===== src/rtl/cmb_pkg.sv =====
// Constants and types for the core memory board cycle logic.
// Assumes one 40 MHz clock and processor strobes synchronised inside the board.
package cmb_pkg;
	localparam int WORD_W    = 16;
	localparam int ADDR_W    = 16;
	localparam int CODE_MSB  = 1;
	localparam int SIZE_1K   = 1024;
	localparam int SIZE_2K   = 2048;
	localparam int SIZE_4K   = 4096;
	localparam int SIZE_8K   = 8192;
	localparam int CODE_W_1K = 5;
	localparam int CODE_W_2K = 4;
	localparam int CODE_W_4K = 3;
	localparam int CODE_W_8K = 2;
	localparam logic [WORD_W-1:0] WORD_ZERO = 16'h0000;
	typedef enum logic [1:0] {
		CMB_IDLE,
		CMB_READ,
		CMB_WRITE
	} cmb_phase_e;
endpackage : cmb_pkg


===== src/rtl/cmb_strobe_if.sv =====
// Synchronised processor strobes passed from the pin stage to the cycle logic.
// Assumes both ends share clk.
`timescale 1ns/10ps
interface cmb_strobe_if;
	logic                            addr_load;
	logic                            read_sel;
	logic                            sense_strobe;
	logic                            buf_load;
	logic                            buf_clear;
	logic                            inhibit;
	logic                            drive_io;
	logic                            read_io;
	logic                            sel_block;
	logic                            reload_dis;
	logic [cmb_pkg::WORD_W-1:0]      sense;
	modport src (output addr_load, read_sel, sense_strobe, buf_load, buf_clear, inhibit,
		drive_io, read_io, sel_block, reload_dis, sense);
	modport dst (input addr_load, read_sel, sense_strobe, buf_load, buf_clear, inhibit,
		drive_io, read_io, sel_block, reload_dis, sense);
endinterface : cmb_strobe_if


===== src/rtl/cmb_board.sv =====
// Core memory board cycle logic: address latch, board select, drive, word buffer.
// Assumes the processor sequences all strobes; pins are asynchronous to clk.
`timescale 1ns/10ps
module cmb_board #(
	parameter int BOARD_WORDS = cmb_pkg::SIZE_1K,
	parameter int CODE_W      = cmb_pkg::CODE_W_1K,
	parameter int LOW_W       = cmb_pkg::ADDR_W - cmb_pkg::CODE_MSB - CODE_W
) (
	input  wire logic                       clk,
	input  wire logic                       rst_b,
	input  wire logic [CODE_W-1:0]          board_code,
	input  wire logic                       address_latch_pulse,
	input  wire logic                       read_1,
	input  wire logic                       read_2,
	input  wire logic                       sense_strobe,
	input  wire logic                       buf_load,
	input  wire logic                       buf_clear,
	input  wire logic                       inhibit,
	input  wire logic                       drive_io,
	input  wire logic                       read_io,
	input  wire logic                       sel_block,
	input  wire logic                       reload_dis,
	input  wire logic                       inh_tran,
	input  wire logic [cmb_pkg::WORD_W-1:0] sense_in,
	input  wire logic [cmb_pkg::WORD_W-1:0] cpu_to_memory_bus,
	input  wire logic [cmb_pkg::WORD_W-1:0] io_data_in,
	output logic      [cmb_pkg::WORD_W-1:0] io_data_out,
	output logic                            io_data_oe,
	output logic      [cmb_pkg::WORD_W-1:0] mem_to_cpu_bus,
	output logic                            selected,
	output logic      [LOW_W-1:0]           word_select,
	output logic                            read_drive,
	output logic                            write_drive,
	output logic      [cmb_pkg::WORD_W-1:0] inhibit_drive
);
	cmb_strobe_if sb ();
	logic [cmb_pkg::WORD_W-1:0] mbo1_reg, mbo2_reg;
	logic [cmb_pkg::WORD_W-1:0] io1_reg, io2_reg;
	logic [cmb_pkg::ADDR_W-1:0] word_address_register_reg, word_address_register_next;
	logic [cmb_pkg::WORD_W-1:0] word_buffer_reg, word_buffer_next;
	cmb_pkg::cmb_phase_e        phase_reg, phase_next;
	logic                       match;
	logic                       inh_tran_s1_reg, inh_tran_s2_reg;

	cmb_sync u_sync (
		.clk                 (clk),
		.rst_b               (rst_b),
		.address_latch_pulse (address_latch_pulse),
		.read_1              (read_1),
		.read_2              (read_2),
		.sense_strobe        (sense_strobe),
		.buf_load            (buf_load),
		.buf_clear           (buf_clear),
		.inhibit             (inhibit),
		.drive_io            (drive_io),
		.read_io             (read_io),
		.sel_block           (sel_block),
		.reload_dis          (reload_dis),
		.sense_in            (sense_in),
		.sb                  (sb)
	);

	// Data buses synchronised alongside the strobes
	always_ff @(posedge clk or negedge rst_b) begin
		if (!rst_b) begin
			mbo1_reg        <= cmb_pkg::WORD_ZERO;
			mbo2_reg        <= cmb_pkg::WORD_ZERO;
			io1_reg         <= cmb_pkg::WORD_ZERO;
			io2_reg         <= cmb_pkg::WORD_ZERO;
			inh_tran_s1_reg <= 1'b0;
			inh_tran_s2_reg <= 1'b0;
		end else begin
			mbo1_reg        <= cpu_to_memory_bus;
			mbo2_reg        <= mbo1_reg;
			io1_reg         <= io_data_in;
			io2_reg         <= io1_reg;
			inh_tran_s1_reg <= inh_tran;
			inh_tran_s2_reg <= inh_tran_s1_reg;
		end
	end

	// Board code sits just below the unused top address bit
	assign match = (word_address_register_reg[cmb_pkg::ADDR_W-1-cmb_pkg::CODE_MSB -: CODE_W]
		== board_code) && !sb.sel_block;
	assign word_select = word_address_register_reg[LOW_W-1:0];

	always_comb begin
		word_address_register_next = word_address_register_reg;
		word_buffer_next           = word_buffer_reg;
		phase_next                 = phase_reg;
		// All boards latch the broadcast address together
		if (sb.addr_load) begin
			word_address_register_next = sb.read_io ? mbo2_reg : io2_reg;
		end
		if (sb.buf_clear && match) begin
			word_buffer_next = cmb_pkg::WORD_ZERO;
		end
		if (sb.sense_strobe && match && phase_reg == cmb_pkg::CMB_READ) begin
			word_buffer_next = word_buffer_reg | sb.sense;
		end
		if (sb.buf_load && match && !sb.reload_dis && phase_reg != cmb_pkg::CMB_WRITE) begin
			word_buffer_next = sb.read_io ? mbo2_reg : io2_reg;
		end
		unique case (phase_reg)
			cmb_pkg::CMB_IDLE: begin
				if (sb.read_sel && match) begin
					phase_next = cmb_pkg::CMB_READ;
				end
			end
			cmb_pkg::CMB_READ: begin
				if (!sb.read_sel) begin
					phase_next = cmb_pkg::CMB_WRITE;
				end
			end
			cmb_pkg::CMB_WRITE: begin
				if (sb.read_sel || !sb.inhibit) begin
					phase_next = cmb_pkg::CMB_IDLE;
				end
			end
		endcase
		if (sb.addr_load) begin
			phase_next = cmb_pkg::CMB_IDLE;
		end
	end

	always_ff @(posedge clk or negedge rst_b) begin
		if (!rst_b) begin
			word_address_register_reg <= '0;
			word_buffer_reg           <= cmb_pkg::WORD_ZERO;
			phase_reg                 <= cmb_pkg::CMB_IDLE;
		end else begin
			word_address_register_reg <= word_address_register_next;
			word_buffer_reg           <= word_buffer_next;
			phase_reg                 <= phase_next;
		end
	end

	assign selected      = match;
	assign read_drive    = (phase_reg == cmb_pkg::CMB_READ) && sb.read_sel && match;
	// Drive stops with inhibit, or the zero bits would be written as ones
	assign write_drive   = (phase_reg == cmb_pkg::CMB_WRITE) && sb.inhibit && match;
	// Inhibit only the zero bits so the buffer is rewritten
	assign inhibit_drive = (write_drive && sb.inhibit) ? ~word_buffer_reg
		: cmb_pkg::WORD_ZERO;
	assign mem_to_cpu_bus = (match && !inh_tran_s2_reg) ? word_buffer_reg
		: cmb_pkg::WORD_ZERO;
	assign io_data_out   = word_buffer_reg;
	assign io_data_oe    = sb.drive_io && match;

	// Word buffer capture, load and hold
	AST_NO_SENSE_IN_WRITE: assert property (@(posedge clk) disable iff (!rst_b)
		(phase_reg == cmb_pkg::CMB_WRITE && !sb.buf_load && !sb.buf_clear && !sb.addr_load)
		|=> word_buffer_reg == $past(word_buffer_reg))
		else $error("buffer changed during write");
	AST_SENSE_ONLY_READ: assert property (@(posedge clk) disable iff (!rst_b)
		(sb.sense_strobe && phase_reg != cmb_pkg::CMB_READ && !sb.buf_load && !sb.buf_clear)
		|=> word_buffer_reg == $past(word_buffer_reg))
		else $error("sense captured outside read");
	AST_SENSE_SETS: assert property (@(posedge clk) disable iff (!rst_b)
		(sb.sense_strobe && match && phase_reg == cmb_pkg::CMB_READ && !sb.buf_load)
		|=> (word_buffer_reg & $past(sb.sense)) == $past(sb.sense))
		else $error("sense not captured");
	AST_BITS_HOLD: assert property (@(posedge clk) disable iff (!rst_b)
		(sb.sense_strobe && !sb.buf_load && !sb.buf_clear)
		|=> (word_buffer_reg & $past(word_buffer_reg)) == $past(word_buffer_reg))
		else $error("buffer bit lost");
	AST_CLEAR_WORD: assert property (@(posedge clk) disable iff (!rst_b)
		(sb.buf_clear && match && !sb.sense_strobe && !sb.buf_load)
		|=> word_buffer_reg == cmb_pkg::WORD_ZERO)
		else $error("buffer not cleared");
	AST_LOAD_WORD: assert property (@(posedge clk) disable iff (!rst_b)
		(sb.buf_load && match && !sb.reload_dis && phase_reg == cmb_pkg::CMB_READ && sb.read_io)
		|=> word_buffer_reg == $past(mbo2_reg))
		else $error("new word not loaded");
	AST_RELOAD_DIS: assert property (@(posedge clk) disable iff (!rst_b)
		(sb.reload_dis && sb.buf_load && !sb.sense_strobe && !sb.buf_clear)
		|=> word_buffer_reg == $past(word_buffer_reg))
		else $error("load not suppressed");

	// Address latch and board select
	AST_ADDR_LATCH: assert property (@(posedge clk) disable iff (!rst_b)
		(sb.addr_load && sb.read_io)
		|=> word_address_register_reg == $past(mbo2_reg))
		else $error("address not latched");
	AST_ADDR_IO_PATH: assert property (@(posedge clk) disable iff (!rst_b)
		(sb.addr_load && !sb.read_io)
		|=> word_address_register_reg == $past(io2_reg))
		else $error("address not latched from I/O bus");
	AST_MATCH_CODE: assert property (@(posedge clk) disable iff (!rst_b)
		selected |->
		word_address_register_reg[cmb_pkg::ADDR_W-1-cmb_pkg::CODE_MSB -: CODE_W] == board_code)
		else $error("selected on foreign code");
	AST_BLOCK_SEL: assert property (@(posedge clk) disable iff (!rst_b)
		sb.sel_block |-> !selected && !read_drive && !io_data_oe)
		else $error("selected while blocked");
	AST_WORD_IN_BOARD: assert property (@(posedge clk) disable iff (!rst_b)
		selected |-> int'(word_select) < BOARD_WORDS)
		else $error("word outside board");

	// Cycle sequencing and drive
	AST_READ_THEN_WRITE: assert property (@(posedge clk) disable iff (!rst_b)
		(phase_reg == cmb_pkg::CMB_READ && !sb.read_sel && !sb.addr_load)
		|=> phase_reg == cmb_pkg::CMB_WRITE)
		else $error("read not followed by write");
	AST_IDLE_ON_LOAD: assert property (@(posedge clk) disable iff (!rst_b)
		sb.addr_load |=> phase_reg == cmb_pkg::CMB_IDLE)
		else $error("phase not restarted by new address");
	AST_READ_ONLY_SELECTED: assert property (@(posedge clk) disable iff (!rst_b)
		read_drive |-> selected && sb.read_sel && !write_drive)
		else $error("read drive on unselected board");
	AST_WRITE_TIMED: assert property (@(posedge clk) disable iff (!rst_b)
		write_drive |-> sb.inhibit && selected && phase_reg == cmb_pkg::CMB_WRITE)
		else $error("write drive outside inhibit time");
	AST_INHIBIT_ZEROS: assert property (@(posedge clk) disable iff (!rst_b)
		(write_drive && sb.inhibit) |-> (inhibit_drive & word_buffer_reg) == '0
		&& (inhibit_drive | word_buffer_reg) == '1)
		else $error("inhibit pattern wrong");

	// Output buses
	AST_BUS_QUIET: assert property (@(posedge clk) disable iff (!rst_b)
		!selected |-> mem_to_cpu_bus == cmb_pkg::WORD_ZERO && !io_data_oe)
		else $error("unselected board drives a bus");
	AST_IO_DRIVE: assert property (@(posedge clk) disable iff (!rst_b)
		(sb.drive_io && match) |-> io_data_oe && io_data_out == word_buffer_reg)
		else $error("buffer not driven to I/O bus");
endmodule : cmb_board


===== src/rtl/cmb_sync.sv =====
// Two-flop synchronisers for the processor strobe pins and the sense amplifiers.
// Assumes the pins are asynchronous to clk; rising edges of the address latch, sense, load and clear pins become one-cycle pulses.
`timescale 1ns/10ps
module cmb_sync (
	input  wire logic                       clk,
	input  wire logic                       rst_b,
	input  wire logic                       address_latch_pulse,
	input  wire logic                       read_1,
	input  wire logic                       read_2,
	input  wire logic                       sense_strobe,
	input  wire logic                       buf_load,
	input  wire logic                       buf_clear,
	input  wire logic                       inhibit,
	input  wire logic                       drive_io,
	input  wire logic                       read_io,
	input  wire logic                       sel_block,
	input  wire logic                       reload_dis,
	input  wire logic [cmb_pkg::WORD_W-1:0] sense_in,
	cmb_strobe_if.src                       sb
);
	localparam int N = 11 + cmb_pkg::WORD_W;
	logic [N-1:0] s1_reg, s2_reg, s3_reg;
	logic [N-1:0] s1_next, s2_next, s3_next;
	logic [N-1:0] pins;
	assign pins = {sense_in, reload_dis, sel_block, read_io, drive_io, inhibit, buf_clear,
		buf_load, sense_strobe, read_2, read_1, address_latch_pulse};
	always_comb begin
		s1_next = pins;
		s2_next = s1_reg;
		s3_next = s2_reg;
	end
	always_ff @(posedge clk or negedge rst_b) begin
		if (!rst_b) begin
			s1_reg <= '0;
			s2_reg <= '0;
			s3_reg <= '0;
		end else begin
			s1_reg <= s1_next;
			s2_reg <= s2_next;
			s3_reg <= s3_next;
		end
	end
	// Edge pulses from second and third stages only
	assign sb.addr_load    = s2_reg[0] & ~s3_reg[0];
	assign sb.read_sel     = s2_reg[1] & s2_reg[2];
	assign sb.sense_strobe = s2_reg[3] & ~s3_reg[3];
	assign sb.buf_load     = s2_reg[4] & ~s3_reg[4];
	assign sb.buf_clear    = s2_reg[5] & ~s3_reg[5];
	assign sb.inhibit      = s2_reg[6];
	assign sb.drive_io     = s2_reg[7];
	assign sb.read_io      = s2_reg[8];
	assign sb.sel_block    = s2_reg[9];
	assign sb.reload_dis   = s2_reg[10];
	assign sb.sense        = s2_reg[N-1:11];
endmodule : cmb_sync


===== config.mk =====
export PLATFORM = sky130hd
export DESIGN_NAME = cmb_board
export DESIGN_NICKNAME = d
export VERILOG_FILES = /design/src/rtl/cmb_pkg.sv /design/src/rtl/cmb_strobe_if.sv /design/src/rtl/cmb_board.sv /design/src/rtl/cmb_sync.sv
export SDC_FILE = /design/constraint.sdc
export NUM_CORES = 1
export LEC_CHECK = 0
export CORE_MARGIN = 3
export CORE_UTILIZATION = 61
export CTS_CLUSTER_DIAMETER = 200
export DETAILED_ROUTE_END_ITERATION = 10
export DONT_BUFFER_PORTS = 1
export GPL_TIMING_DRIVEN = 0
export PLACE_DENSITY_LB_ADDON = 0.12
export SLEW_MARGIN = 10
export SYNTH_ARGS = -nofsm -noshare
export SYNTH_HDL_FRONTEND = slang
export SYNTH_SLANG_ARGS = --single-unit

===== constraint.sdc =====
create_clock -name clk -period 2.8 [get_ports clk]
set_input_delay 0.42 -clock clk [delete_from_list [all_inputs] [get_ports clk]]
set_output_delay 0.42 -clock clk [all_outputs]
set_load 0.01 [all_outputs]

==> flow_metrics.tcl <==
set metrics [dict create \
    required_ps 2380 \
    cp_num_buf_inv 2 \
    nets 504 \
    synth.area.top_cells "dfrtp_1, mux2i_1, o32ai_2, nor2_1, o21a_1" \
    synth.top_cell.area_share 0.754 \
    area_growth_pct 31.4 \
    cap_viol_max_count 0 \
    post-route-min-period_ps 2910 \
    reg2reg_to "io_data_out[9]" \
    synth_fp_nets 419 \
    synth_edf_count 0 \
    p_per_area_nw_per_um2 757 \
    numCtsBuffers 17 \
    dpl_worst_slack_ps 5.95 \
    yosysUniqueCellTypes 35 \
    crit_chain "xor2_1, or4_4, or2_4, buf_8, nor2_4, buf_8, and2_4" \
    cts_root_buffer "clkbuf_8" \
    leakagePower_uw 0.00309 \
    report.final.slew_viol_count 0 \
    initial_core_util 0.631 \
    ioPinCount 129 \
    ys_ff_latch 157 \
    finClkSkew_ps 5.38 \
    nFillCells 406 \
    final_cell_mix "dfrtp_1, dlygate4sd3_1, nand2_1" \
    syn_area_per_cell_um2 14.9 \
    h-tree-depth 4 \
    reg2reg_slack_ps 150 \
    slowest_stage "or4_4" \
    core_um2 8260 \
    drc 0 \
    critical-path-top-delay-family "simple AND/OR/NAND/NOR gates" \
    gp_congestion 0.783 \
    die_y_um 98.5 \
    synth_top_family_by_area "compound AO/OA/AOI/OAI gates" \
    finalInstanceArea_um2 6850 \
    hold_path_class "in2async" \
    syn_inst 349 \
    synth_fa_ha_area_frac 0.00720 \
    die_area_um2 9690 \
    regToRegStartpoint "phase_reg[0]" \
    crit_type "reg2out" \
    synth_top_flop_cell "dfrtp_1" \
    clk_latency_ps 510 \
    ys_seq_area_frac 0.754 \
    max_stage_delay_ps 500 \
    yosys.area_share.xor_xnor 0.00672 \
    rows 33 \
    path_clk_slew_ps 70 \
    antenna_cells 0 \
    status "finished, violations left" \
    vias 2954 \
    port_buffers 0 \
    synth_compound_area_frac 0.0866 \
    dr.first_iter.drc_count 158 \
    grt_pass1_wl_mm 16.9 \
    r2r_cells 9 \
    ant_nets 0 \
    firstDrtPassIters 4 \
    tightest_slew_ps 896 \
    crit_fanout 10 \
    route.final.wire_length_mm 10.7 \
    violations "negative hold slack, negative setup slack" \
    hold_viol_final 157 \
    track_usage 0.231 \
    wl_per_cell_um 19.3 \
    cts_sinks 157 \
    gr-total-overflow 0 \
    grt_pass1_vias 3291 \
    grt_max_degree 158 \
    hold_buffers 60 \
    syn_area_um2 5210 \
    path_common_cell "buf_8" \
    fmax_mhz 344 \
    async_flop_share 1.00 \
    final.period_utilization 1.04 \
    cp-start-kind "register" \
    post_dp_cell_area_um2 5350 \
    synth_mux_area_frac 0.0307 \
    antenna_found_initial 0 \
    cp-end-kind "output pin" \
    cts_buffer_depth 2 \
    ir_drop_mv 0.522 \
    final_common_cell "dfrtp_1" \
    synth_area_leader_cell "dfrtp_1" \
    slew-limit-headroom 0.403 \
    vias_per_cell 5.35 \
    drive_above_1_share 0.235 \
    die_w_um 98.5 \
    hpwl_mm 6.14 \
    critical_path_arrival_ps 2490 \
    cts_tree "yes" \
    holdWs_ps -398 \
    synth_warnings 0 \
    fin_ws_ps -109 \
    setup_viol 32 \
    synth-simple-area-share 0.0830 \
    rsz0062_at_grt "true" \
]
power by group:
part | internal (uW) | total (uW) | switching (uW)
sequential | 2410 | 2470 | 65.8
clock | 1390 | 2330 | 941
combinational | 192 | 382 | 190
total | 3990 | 5190 | 1200
synthesized netlist by cell type, drive strengths merged, types with 2 or more instances:
cell and instances:
or2 2, clkbuf 7, o21a 16, nor2b 2, xnor2 2, nand3 3
nor2 36, ha 3, a21oi 2, buf 17, mux2i 16, xor2 2
nand2 19, inv 4, dfrtp 157, nand2b 3, and2 17, o32ai 16
o21ai 17
routing by layer:
| layer | part of all wire | up-vias | wire length [um] | GRT usage |
|---|---|---|---|---|
| met2 | 0.53 | 123 | 5650 | 0.394 |
| met3 | 0.065 | 5 | 691 | 0.0771 |
| li1 | - | 1326 | - | - |
| met1 | 0.40 | 1500 | 4270 | 0.287 |
| met5 | 0 | - | 0 | 0 |
| met4 | 0.0045 | 0 | 48 | 0.0620 |
worst register-to-register path, cell delays in order (launching register included):
cell	delay, ps
dfrtp_1	390
inv_1	90
ha_1	260
or4b_2	610
buf_2	230
nand2_1	100
nor2_1	40
nor2_1	420
buf_4	300
o21a_1	150
cell families (layout without fill, tap and decap cells):
logic type / after synthesis / count (layout)
DFF: 157 / 157
xor gates and xnor gates: 4 / 4
adders and majority gates: 3 / 3
buffers and inverters: 28 / 126
and+or+nand+nor: 88 / 88
muxes: 16 / 16
AOI/OAI and AO/OA: 53 / 53
worst max path at each step:
stage	startpoint	end	cells past startpoint
floorplan	board_code[4]	inhibit_drive[10]	8
global placement	board_code[4]	mem_to_cpu_bus[14]	7
detailed placement	board_code[4]	mem_to_cpu_bus[14]	7
CTS	word_address_register_reg[14]	mem_to_cpu_bus[6]	7
global route	word_address_register_reg[14]	mem_to_cpu_bus[6]	7
finish	word_address_register_reg[14]	mem_to_cpu_bus[6]	7
what timing repair did:
item                                    in CTS  in global routing
pin swaps                                    3                  7
resized for setup                           41                 29
gates cloned                                 1                  0
setup buffers                                3                  3
endpoints found under the setup margin      28                 44
hold endpoints to repair                   217                157
stage by stage:
| stage | power [uW] | TNS [ps] | std cells | utilization | hold slack (ps) |
|---|---|---|---|---|---|
| after floorplan | 2720 | 0 | 349 | - | 124 |
| after global placement | 2780 | 0 | 454 | 0.647 | 128 |
| after detailed placement | 2800 | 0 | 454 | 0.647 | 128 |
| after CTS | 5220 | -4100 | 550 | 0.816 | -418 |
| after global routing | 5370 | -5090 | 552 | 0.829 | -426 |
| final | 5190 | -2430 | 552 | 0.829 | -398 |
layout make-up:
type	count	area [um^2]	area share
Clock inverter	15	195	0.0285
Timing Repair Buffer	67	693	0.101
Multi-Input combinational cell	164	1290	0.189
Inverter	4	22.5	0.00329
Sequential cell	157	3930	0.574
Clock buffer	17	414	0.0605
Tap cell	105	131	0.0192
Buffer	23	171	0.0250
(Power assumes the default switching activity.)
